`src/verilog/pmm_consts.svh`:
```
// offsets, field positions, reset values and keys of the power-management register bank
`ifndef PMM_CONSTS_SVH
`define PMM_CONSTS_SVH

// ----------------------------------------------------------------
// register byte offsets
// ----------------------------------------------------------------
`define OFF_POWER_CTL0      8'h00
`define OFF_HIGH_SUP_CTL    8'h04
`define OFF_CORE_SUP_CTL    8'h08
`define OFF_RST_IRQ_EN      8'h0C
`define OFF_IRQ_STATUS      8'h10
`define OFF_IRQ_ENABLE      8'h14
`define OFF_IRQ_CLEAR       8'h18

// ----------------------------------------------------------------
// reset values per silicon revision
// ----------------------------------------------------------------
`define CTL0_RST_EARLY      8'h02
`define CTL0_RST_LATER      8'h00
`define SUP_CTL_RST_EARLY   16'h4602
`define SUP_CTL_RST_LATER   16'h4400
`define RIE_RST_EARLY       16'h1100
`define RIE_RST_LATER       16'h0000

// ----------------------------------------------------------------
// write masks and password
// ----------------------------------------------------------------
`define CTL0_STORE_MASK     8'h93
`define SUP_CTL_WR_MASK     16'hDFD7
`define RIE_WR_MASK         16'h3377
`define PW_READ_VALUE       8'h96
`define PW_WRITE_KEY        8'hA5

// ----------------------------------------------------------------
// field positions
// ----------------------------------------------------------------
`define CTL0_COREV_LSB      0
`define CTL0_SWBOR_BIT      2
`define CTL0_SWPOR_BIT      3
`define CTL0_REGOFF_BIT     4
`define SUP_MON_EN_BIT      14
`define SUP_SVS_EN_BIT      10
`define RIE_HIGH_POR_BIT    12
`define RIE_CORE_POR_BIT    8
`define IRQ_HIGH_SVS_BIT    0
`define IRQ_HIGH_SVM_BIT    1
`define IRQ_CORE_SVS_BIT    2
`define IRQ_CORE_SVM_BIT    3
`define STATUS_UNLOCK_BIT   8

`endif

```
`src/verilog/pmm_pkg.sv`:
```
// types shared by the power-management register bank
`default_nettype none
package pmm_pkg;
  typedef enum logic {
    REV_EARLY = 1'b0,
    REV_LATER = 1'b1
  } silicon_rev_t;

  typedef logic [15:0] reg16_t;
  typedef logic [3:0]  irq_t;
endpackage : pmm_pkg
`default_nettype wire

```
`src/verilog/supply_watch_if.sv`:
```
// enables and events between the register bank and one supply watcher
`default_nettype none
interface supply_watch_if;
  logic svs_en;
  logic svm_en;
  logic svs_fault;
  logic svm_event;
  modport ctl (output svs_en, output svm_en, input svs_fault, input svm_event);
  modport mon (input svs_en, input svm_en, output svs_fault, output svm_event);
endinterface : supply_watch_if
`default_nettype wire

```
`src/verilog/supply_watch.sv`:
```
// synchronises one supply's comparator pins and gates them by their enables
`default_nettype none
module supply_watch (
  input  wire logic    i_clk,        // core clock
  input  wire logic    i_srst,       // synchronous reset, high
  input  wire logic    i_below_svs,  // supply below supervisor threshold, async pin
  input  wire logic    i_below_svm,  // supply below monitor threshold, async pin
  supply_watch_if.mon  watch         // enables in, fault and event out
);
  logic svs_s1_ff;
  logic svs_s2_ff;
  logic svm_s1_ff;
  logic svm_s2_ff;
  logic svm_prev_ff;

  // ----------------------------------------------------------------
  // two-stage synchronisers
  // ----------------------------------------------------------------
  always_ff @(posedge i_clk) begin
    if (i_srst) begin
      svs_s1_ff <= 1'b0;
      svs_s2_ff <= 1'b0;
      svm_s1_ff <= 1'b0;
      svm_s2_ff <= 1'b0;
      svm_prev_ff <= 1'b0;
    end else begin
      svs_s1_ff <= i_below_svs;
      svs_s2_ff <= svs_s1_ff;
      svm_s1_ff <= i_below_svm;
      svm_s2_ff <= svm_s1_ff;
      svm_prev_ff <= svm_s2_ff;
    end
  end

  // ----------------------------------------------------------------
  // gated fault level and monitor crossing pulse
  // ----------------------------------------------------------------
  always_ff @(posedge i_clk) begin
    if (i_srst) begin
      watch.svs_fault <= 1'b0;
      watch.svm_event <= 1'b0;
    end else begin
      watch.svs_fault <= watch.svs_en & svs_s2_ff;
      watch.svm_event <= watch.svm_en & svm_s2_ff & ~svm_prev_ff;
    end
  end
endmodule : supply_watch
`default_nettype wire

```
`src/verilog/power_mgmt_reg_defaults.sv`:
```
// power-management control register bank with revision-dependent reset values
//
// Function
// earlier revision: core voltage level resets to 2, low byte 0x02.
// later revision: standard defaults, low byte 0x00, core level 0.
// high-side supervisor control resets 0x4602 earlier, 0x4400 later.
// high-side supervisor and monitor enables read 1 after reset.
// core-side supervisor control resets 0x4602 earlier, 0x4400 later.
// core-side supervisor and monitor enables read 1 after reset.
// reset/interrupt enable resets 0x1100 earlier, 0x0000 later.
// enabled supervisor with supply below threshold raises power-on reset; here only while its POR bit in the reset/interrupt enable is set.
// software keeps oscillator at 8 MHz or less while core level is 0.
// software steps the core level only through the prescribed procedure.
// silicon revision is a build parameter choosing the reset value set.
// power control upper byte is a password gating protected writes.
//
// Our own choices: the register offsets and register access over APB.
`include "pmm_consts.svh"
`default_nettype none
module power_mgmt_reg_defaults #(
  parameter pmm_pkg::silicon_rev_t REVISION = pmm_pkg::REV_LATER
) (
  input  wire logic        i_clk,                    // core clock, 250 MHz
  input  wire logic        i_srst,                   // synchronous reset, high
  input  wire logic        i_psel,                   // apb select
  input  wire logic        i_penable,                // apb enable
  input  wire logic        i_pwrite,                 // apb write
  input  wire logic [7:0]  i_paddr,                  // apb byte address
  input  wire logic [31:0] i_pwdata,                 // apb write data
  output logic      [31:0] o_prdata,                 // apb read data
  output logic             o_pready,                 // apb ready
  output logic             o_pslverr,                // apb error
  input  wire logic        i_high_below_svs,         // high supply under supervisor level
  input  wire logic        i_high_below_svm,         // high supply under monitor level
  input  wire logic        i_core_below_svs,         // core supply under supervisor level
  input  wire logic        i_core_below_svm,         // core supply under monitor level
  output logic      [1:0]  o_core_voltage_level,     // core level to regulator
  output logic             o_regulator_off,          // regulator off request
  output logic             o_high_supervisor_enable, // high supervisor on
  output logic             o_high_monitor_enable,    // high monitor on
  output logic             o_core_supervisor_enable, // core supervisor on
  output logic             o_core_monitor_enable,    // core monitor on
  output logic             o_por_req,                // power-on reset request
  output logic             o_bor_req,                // brownout reset request
  output logic             o_irq                     // level interrupt
);

  // ----------------------------------------------------------------
  // reset value selection
  // ----------------------------------------------------------------
  localparam logic           EARLY    = (REVISION == pmm_pkg::REV_EARLY);
  localparam logic [7:0]     CTL0_RST = EARLY ? `CTL0_RST_EARLY : `CTL0_RST_LATER;       // see R1 // see R2 //
  localparam pmm_pkg::reg16_t SUP_RST = EARLY ? `SUP_CTL_RST_EARLY : `SUP_CTL_RST_LATER; // see R3 // see R5 //
  localparam pmm_pkg::reg16_t RIE_RST = EARLY ? `RIE_RST_EARLY : `RIE_RST_LATER;         // see R7 //

  // ----------------------------------------------------------------
  // state
  // ----------------------------------------------------------------
  logic [7:0]       ctl0_ff;
  pmm_pkg::reg16_t  high_ctl_ff;
  pmm_pkg::reg16_t  core_ctl_ff;
  pmm_pkg::reg16_t  rie_ff;
  pmm_pkg::irq_t    irq_stat_ff;
  pmm_pkg::irq_t    irq_en_ff;
  logic             unlock_ff;
  logic             pready_ff;
  logic [31:0]      prdata_ff;
  logic             pslverr_ff;
  logic             por_ff;
  logic             bor_ff;
  logic             irq_ff;

  logic             access;
  logic             wr_fire;
  logic             key_ok;
  logic             mapped;
  logic [31:0]      rd_mux;
  pmm_pkg::irq_t    irq_set;
  pmm_pkg::irq_t    irq_clr;
  pmm_pkg::irq_t    nxt_irq_stat;
  logic             ctl0_wr;
  logic             ctl0_key_wr;
  logic             high_wr;
  logic             core_wr;
  logic             rie_wr;
  logic             irq_en_wr;
  logic             irq_clr_wr;

  supply_watch_if high_if ();
  supply_watch_if core_if ();

  // ----------------------------------------------------------------
  // supply watchers
  // ----------------------------------------------------------------
  assign high_if.svs_en = high_ctl_ff[`SUP_SVS_EN_BIT];
  assign high_if.svm_en = high_ctl_ff[`SUP_MON_EN_BIT];
  assign core_if.svs_en = core_ctl_ff[`SUP_SVS_EN_BIT];
  assign core_if.svm_en = core_ctl_ff[`SUP_MON_EN_BIT];

  supply_watch u_high_watch (
    .i_clk       (i_clk),
    .i_srst      (i_srst),
    .i_below_svs (i_high_below_svs),
    .i_below_svm (i_high_below_svm),
    .watch       (high_if.mon)
  );

  supply_watch u_core_watch (
    .i_clk       (i_clk),
    .i_srst      (i_srst),
    .i_below_svs (i_core_below_svs),
    .i_below_svm (i_core_below_svm),
    .watch       (core_if.mon)
  );

  // ----------------------------------------------------------------
  // apb decode
  // ----------------------------------------------------------------
  assign access  = i_psel & i_penable;
  // a write lands on the edge where ready is sampled high
  assign wr_fire = access & i_pwrite & pready_ff;
  assign key_ok  = (i_pwdata[15:8] == `PW_WRITE_KEY);

  // ----------------------------------------------------------------
  // write strobes, one per writable register, two for power control
  // ----------------------------------------------------------------
  assign ctl0_wr     = wr_fire & (i_paddr == `OFF_POWER_CTL0);
  assign ctl0_key_wr = ctl0_wr & key_ok;
  // the three supervisor registers only take writes while unlocked
  assign high_wr     = wr_fire & unlock_ff & (i_paddr == `OFF_HIGH_SUP_CTL);
  assign core_wr     = wr_fire & unlock_ff & (i_paddr == `OFF_CORE_SUP_CTL);
  assign rie_wr      = wr_fire & unlock_ff & (i_paddr == `OFF_RST_IRQ_EN);
  assign irq_en_wr   = wr_fire & (i_paddr == `OFF_IRQ_ENABLE);
  assign irq_clr_wr  = wr_fire & (i_paddr == `OFF_IRQ_CLEAR);

  always_comb begin
    mapped = 1'b1;
    rd_mux = 32'h0000_0000;
    case (i_paddr)
      `OFF_POWER_CTL0: begin
        rd_mux = {16'h0000, `PW_READ_VALUE, ctl0_ff};
      end
      `OFF_HIGH_SUP_CTL: begin
        rd_mux = {16'h0000, high_ctl_ff};
      end
      `OFF_CORE_SUP_CTL: begin
        rd_mux = {16'h0000, core_ctl_ff};
      end
      `OFF_RST_IRQ_EN: begin
        rd_mux = {16'h0000, rie_ff};
      end
      `OFF_IRQ_STATUS: begin
        rd_mux = {28'h000_0000, irq_stat_ff};
        rd_mux[`STATUS_UNLOCK_BIT] = unlock_ff;
      end
      `OFF_IRQ_ENABLE: begin
        rd_mux = {28'h000_0000, irq_en_ff};
      end
      `OFF_IRQ_CLEAR: begin
        rd_mux = 32'h0000_0000;
      end
      default: begin
        mapped = 1'b0;
      end
    endcase
  end

  // ----------------------------------------------------------------
  // apb answer, one wait state
  // ----------------------------------------------------------------
  always_ff @(posedge i_clk) begin
    if (i_srst) begin
      pready_ff  <= 1'b0;
      prdata_ff  <= 32'h0000_0000;
      pslverr_ff <= 1'b0;
    end else begin
      pready_ff  <= access & ~pready_ff;
      prdata_ff  <= (access & ~pready_ff & ~i_pwrite) ? rd_mux : 32'h0000_0000;
      pslverr_ff <= access & ~pready_ff & ~mapped;
    end
  end

  // ----------------------------------------------------------------
  // power control and password
  // ----------------------------------------------------------------
  always_ff @(posedge i_clk) begin
    if (i_srst) begin
      ctl0_ff <= CTL0_RST;                                             // see R1 //
    end else if (ctl0_key_wr) begin
      ctl0_ff <= i_pwdata[7:0] & `CTL0_STORE_MASK;
    end
  end

  // a keyed write unlocks, any other write here locks again
  always_ff @(posedge i_clk) begin
    if (i_srst) begin
      unlock_ff <= 1'b0;
    end else if (ctl0_wr) begin
      unlock_ff <= key_ok;
    end
  end

  // ----------------------------------------------------------------
  // supervisor controls, writable only while unlocked
  // ----------------------------------------------------------------
  always_ff @(posedge i_clk) begin
    if (i_srst) begin
      high_ctl_ff <= SUP_RST;                                          // see R3 //
    end else if (high_wr) begin
      high_ctl_ff <= i_pwdata[15:0] & `SUP_CTL_WR_MASK;
    end
  end

  always_ff @(posedge i_clk) begin
    if (i_srst) begin
      core_ctl_ff <= SUP_RST;                                          // see R5 //
    end else if (core_wr) begin
      core_ctl_ff <= i_pwdata[15:0] & `SUP_CTL_WR_MASK;
    end
  end

  always_ff @(posedge i_clk) begin
    if (i_srst) begin
      rie_ff <= RIE_RST;
    end else if (rie_wr) begin
      rie_ff <= i_pwdata[15:0] & `RIE_WR_MASK;
    end
  end

  // ----------------------------------------------------------------
  // reset requests
  // ----------------------------------------------------------------
  always_ff @(posedge i_clk) begin
    if (i_srst) begin
      por_ff <= 1'b0;
    end else begin
      por_ff <= (rie_ff[`RIE_HIGH_POR_BIT] & high_if.svs_fault)
              | (rie_ff[`RIE_CORE_POR_BIT] & core_if.svs_fault)
              | (ctl0_key_wr & i_pwdata[`CTL0_SWPOR_BIT]);
    end
  end

  // software brownout request, one cycle long
  always_ff @(posedge i_clk) begin
    if (i_srst) begin
      bor_ff <= 1'b0;
    end else begin
      bor_ff <= ctl0_key_wr & i_pwdata[`CTL0_SWBOR_BIT];
    end
  end

  // ----------------------------------------------------------------
  // interrupt status, enable and clear; set wins over clear
  // ----------------------------------------------------------------
  always_comb begin
    irq_set = 4'h0;
    irq_set[`IRQ_HIGH_SVS_BIT] = high_if.svs_fault;
    irq_set[`IRQ_HIGH_SVM_BIT] = high_if.svm_event;
    irq_set[`IRQ_CORE_SVS_BIT] = core_if.svs_fault;
    irq_set[`IRQ_CORE_SVM_BIT] = core_if.svm_event;
    irq_clr = irq_clr_wr ? i_pwdata[3:0] : 4'h0;
    nxt_irq_stat = (irq_stat_ff & ~irq_clr) | irq_set;
  end

  always_ff @(posedge i_clk) begin
    if (i_srst) begin
      irq_stat_ff <= 4'h0;
    end else begin
      irq_stat_ff <= nxt_irq_stat;
    end
  end

  always_ff @(posedge i_clk) begin
    if (i_srst) begin
      irq_en_ff <= 4'h0;
    end else if (irq_en_wr) begin
      irq_en_ff <= i_pwdata[3:0];
    end
  end

  always_ff @(posedge i_clk) begin
    if (i_srst) begin
      irq_ff <= 1'b0;
    end else begin
      irq_ff <= |(nxt_irq_stat & irq_en_ff);
    end
  end

  // ----------------------------------------------------------------
  // outputs, all straight from flip-flops
  // ----------------------------------------------------------------
  assign o_prdata                 = prdata_ff;
  assign o_pready                 = pready_ff;
  assign o_pslverr                = pslverr_ff;
  // software must step the level itself and keep the clock slow at level 0
  assign o_core_voltage_level     = ctl0_ff[`CTL0_COREV_LSB +: 2];
  assign o_regulator_off          = ctl0_ff[`CTL0_REGOFF_BIT];
  assign o_high_supervisor_enable = high_ctl_ff[`SUP_SVS_EN_BIT];
  assign o_high_monitor_enable    = high_ctl_ff[`SUP_MON_EN_BIT];
  assign o_core_supervisor_enable = core_ctl_ff[`SUP_SVS_EN_BIT];
  assign o_core_monitor_enable    = core_ctl_ff[`SUP_MON_EN_BIT];
  assign o_por_req                = por_ff;
  assign o_bor_req                = bor_ff;
  assign o_irq                    = irq_ff;

endmodule : power_mgmt_reg_defaults
`default_nettype wire

```
`config.mk`:
```
export PLATFORM = sky130hd
export DESIGN_NAME = power_mgmt_reg_defaults
export DESIGN_NICKNAME = d
export VERILOG_FILES = /design/src/verilog/pmm_pkg.sv /design/src/verilog/supply_watch_if.sv /design/src/verilog/supply_watch.sv /design/src/verilog/power_mgmt_reg_defaults.sv
export VERILOG_INCLUDE_DIRS = /design/src /design/src/verilog
export SDC_FILE = /design/constraint.sdc
export NUM_CORES = 1
export LEC_CHECK = 0
export ABC_AREA = 1
export BUFFER_PORTS_ARGS = -buffer_cell sky130_fd_sc_hd__buf_2
export CORE_AREA = 5 5 125 127
export CTS_CLUSTER_SIZE = 28
export DETAILED_ROUTE_END_ITERATION = 12
export DIE_AREA = 0 0 130 132
export PLACE_DENSITY = 0.55
export SETUP_SLACK_MARGIN = 0.02
export SLEW_MARGIN = 20
export SYNTH_ARGS = -nofsm -noshare
export SYNTH_HDL_FRONTEND = slang
export SYNTH_SLANG_ARGS = --single-unit
```
`constraint.sdc`:
```
create_clock -name i_clk -period 1.3 [get_ports i_clk]
set_clock_uncertainty 0.15 [all_clocks]
set_input_delay 0.13 -clock i_clk [delete_from_list [all_inputs] [get_ports i_clk]]
set_output_delay 0.13 -clock i_clk [all_outputs]
set_load 0.005 [all_outputs]
```
==> qor.yml <==
cts_made_buffers: 9
status: "finished with violations"
drive_gt1_share_pct: 42.3
rsz0062_at_grt: "yes"
finalNonFillerCells: 758
power_density_mw_per_mm2: 1070
dp_cells: 714
ios: 93
routed_via_density: 4.34
violations: "hold timing, setup timing"
wl_per_cell_um: 14.3
clk_pin_slew_ns: 0.07
dpl.hpwl_um: 7490
drt.antenna.violating_nets: 0
first_global_vias: 3159
dieArea_mm2: 0.0172
yosysWarnings: 0
clock_latency_ns: 0.34
holdWs_ns: -0.124
initial_core_util_pct: 24.4
port_buffers: 60
fillers: 1460
fin_ws_ns: -0.293
vias: 3286
synth_cells: 434
seq_area_mm2: 0.00168
final-max-slew-violation-count: 0
cp_max_fo: 4
ys_seq_elements: 84
worstPathRequired_ns: 1.41
syn_area_mm2: 0.00350
hp-class: "in -> reg"
root_buffer: "clkbuf_16"
die_w_um: 130
grt.overflow.total: 0
seq_area_frac_synth_pct: 48.1
grtUsageTotal_pct: 12.3
start_kind: "flip-flop"
layout_min_cycle_time_ns: 1.59
maxCapViolations: 0
timing.fmax_mhz: 628
layout.nets: 618
grt_pass1_wl_um: 16300
cts_tree: "done"
clock_sinks: 84
cp.arrival_ns: 1.70
hold_viol: 1
num_rows: 44
area_growth_syn_to_layout_pct: 48.2
coreArea_mm2: 0.0143
wl_um: 10800
finalSetupViolCount: 61
drcViolationCount: 0
syn-mean-instance-area_um2: 8.06
gp_congestion: 0.811
grt_antenna_before_repair: 0
grt_max_degree: 28
ir_drop_uv: 556
drt_iter0_drc: 208
holdBufCountCts: 13
ys_types: 36
period_share_pct: 123
die_height_um: 132
multiInputGateArea_mm2: 0.00170
worstSetupEndpointType: "flip-flop"
finalPower_uw: 5550
drt_first_pass_iters: 5
p_leak_uw: 0.00224
critPathKind: "reg -> reg"
antenna_cells: 0
ctsLongestPathBuffers: 2
htree_levels: 3
cell usage after synthesis:
| cell type | n | area share (%) |
|---|---|---|
| conb_1 | 1 | 0.11 |
| nand3_1 | 14 | 2.0 |
| o221ai_1 | 1 | 0.25 |
| nor2_1 | 45 | 4.8 |
| inv_4 | 2 | 0.36 |
| a31oi_1 | 1 | 0.18 |
| nor3_2 | 2 | 0.57 |
| nand2_2 | 2 | 0.36 |
| a21oi_2 | 8 | 2.0 |
| buf_2 | 2 | 0.29 |
| dfxtp_1 | 84 | 48 |
| buf_6 | 6 | 1.9 |
| nor3_1 | 2 | 0.29 |
| nor2_2 | 3 | 0.54 |
| a211oi_1 | 2 | 0.43 |
| nand2_4 | 4 | 1.3 |
| nand3_2 | 1 | 0.29 |
| inv_2 | 10 | 1.1 |
| o21ai_0 | 13 | 1.9 |
| a41oi_1 | 1 | 0.25 |
| a22oi_1 | 1 | 0.21 |
| o211ai_1 | 3 | 0.64 |
| a21oi_1 | 37 | 5.3 |
| nand4_1 | 9 | 1.6 |
| clkbuf_1 | 6 | 0.64 |
| a211oi_2 | 4 | 1.4 |
| o21ai_1 | 16 | 2.3 |
| o22ai_1 | 3 | 0.54 |
| nor3_4 | 1 | 0.47 |
| nand2_1 | 78 | 8.4 |
| o21a_1 | 2 | 0.43 |
| buf_4 | 18 | 3.9 |
| nor2_8 | 2 | 1.1 |
| nor2_4 | 3 | 0.97 |
| nor4_1 | 1 | 0.18 |
| inv_1 | 46 | 4.9 |
logic make-up after synthesis:
family	count (synthesis)	share of synthesized area, %
compound gates	92	15.8
other cells	1	0.107
simple gates	167	22.9
flops	84	48.1
buf+inv	90	13.1
sequential cells by signal (all words and copies together), names as in the netlist, 4 cells and up:
register / count
o_prdata: 16
irq_en_ff: 4
irq_stat_ff: 4
core_ctl_ff: 13
ctl0_ff: 4
high_ctl_ff: 13
rie_ff: 10
final cells by class:
type | count | area share (%)
Tap cell | 184 | 4.44
Inverter | 58 | 4.71
Multi-Input combinational cell | 278 | 32.8
Clock buffer | 9 | 4.35
Timing Repair inverter | 1 | 0.217
Clock inverter | 7 | 1.45
Sequential cell | 84 | 32.5
Timing Repair Buffer | 137 | 19.5
worst max-delay path, cell delays in order, from the launching register on:
cell,delay [ns]
dfxtp_2,0.36
nand2_2,0.06
nor2_4,0.13
inv_2,0.06
nor2_4,0.14
inv_4,0.07
nor2_4,0.19
buf_6,0.14
nor2_2,0.04
a211oi_2,0.15
metrics by stage:
| step | setup slack (ns) | TNS (ns) | area (µm²) | hold WS (ns) | util [%] |
|---|---|---|---|---|---|
| 6_report | -0.293 | -9.75 | 5180 | -0.124 | 36.2 |
| 5_1_grt | -0.366 | -15.70 | 5180 | -0.128 | 36.2 |
| 4_1_cts | -0.229 | -8.92 | 4780 | -0.123 | 33.4 |
| 3_5_place_dp | -0.315 | -14.28 | 4280 | 0.189 | 29.9 |
| 3_3_place_gp | -0.275 | -11.96 | 4280 | 0.185 | 29.9 |
| 2_1_floorplan | -0.131 | -2.69 | 3580 | 0.0870 | - |
path summary, 6_finish.rpt:
check,start,to,slack [ns],cells after the start
worst max-delay path,o_pready$_SDFF_PP0_,rie_ff[12]$_SDFFE_PP0P_,-0.29,9
worst min register to register,u_high_watch.svm_prev_ff$_SDFF_PP0_,u_high_watch.watch.svm_event$_SDFF_PP0_,0.23,1
worst min-delay path,i_srst,o_pready$_SDFF_PP0_,-0.12,2
worst max register to register,o_pready$_SDFF_PP0_,rie_ff[12]$_SDFFE_PP0P_,-0.29,9
where the power goes:
part           leakage [µW]  switching [µW]  internal, µW
Sequential         0.000680            8.43          2600
Combinational       0.00142             200           159
Clock              0.000138            1090          1500
Total               0.00224            1300          4250
layer usage:
| metal | GRT usage, % | vias up | share of wire, % | wire length, µm |
|---|---|---|---|---|
| li1 | - | 1654 | - | - |
| met1 | 16.6 | 1501 | 45 | 4820 |
| met2 | 18.9 | 121 | 46 | 4990 |
| met3 | 3.65 | 10 | 8.2 | 883 |
| met4 | 3.35 | 0 | 1.1 | 114 |
| met5 | 0 | - | 0 | 0 |
placed cells by master, fill, tap and decap left out, types with 2 or more instances in the layout:
cell type / Yosys / layout
a211oi_2: 4 / 5
nand2_8: 0 / 3
nor2_1: 45 / 38
o21ai_0: 13 / 4
dlygate4sd3_1: 0 / 13
buf_4: 18 / 49
inv_2: 10 / 7
clkinvlp_4: 0 / 3
nor2_8: 2 / 2
a21oi_2: 8 / 20
clkbuf_16: 0 / 9
nand3_4: 0 / 2
inv_6: 0 / 3
o21ai_2: 0 / 21
conb_1: 1 / 16
buf_12: 0 / 5
inv_4: 2 / 3
nor3_2: 2 / 3
nand2_4: 4 / 5
nor2_4: 3 / 4
o21a_1: 2 / 2
buf_6: 6 / 10
nand4_1: 9 / 9
nand2_1: 78 / 68
nand3_1: 14 / 13
o211ai_1: 3 / 3
clkinv_2: 0 / 2
buf_2: 2 / 60
inv_1: 46 / 45
a21oi_1: 37 / 25
nand2_2: 2 / 10
dfxtp_1: 84 / 83
nor2_2: 3 / 9
o22ai_1: 3 / 3
o21ai_1: 16 / 3
timing repair:
item                       in CTS  in global routing
pin swaps                       5                 22
hold endpoints to repair       23                  1
resized for setup              16                 70
setup endpoints to repair      65                 68
buffers inserted                0                 11
cloned                          1                  3
No activity file was read; power rests on OpenSTA's default activity.
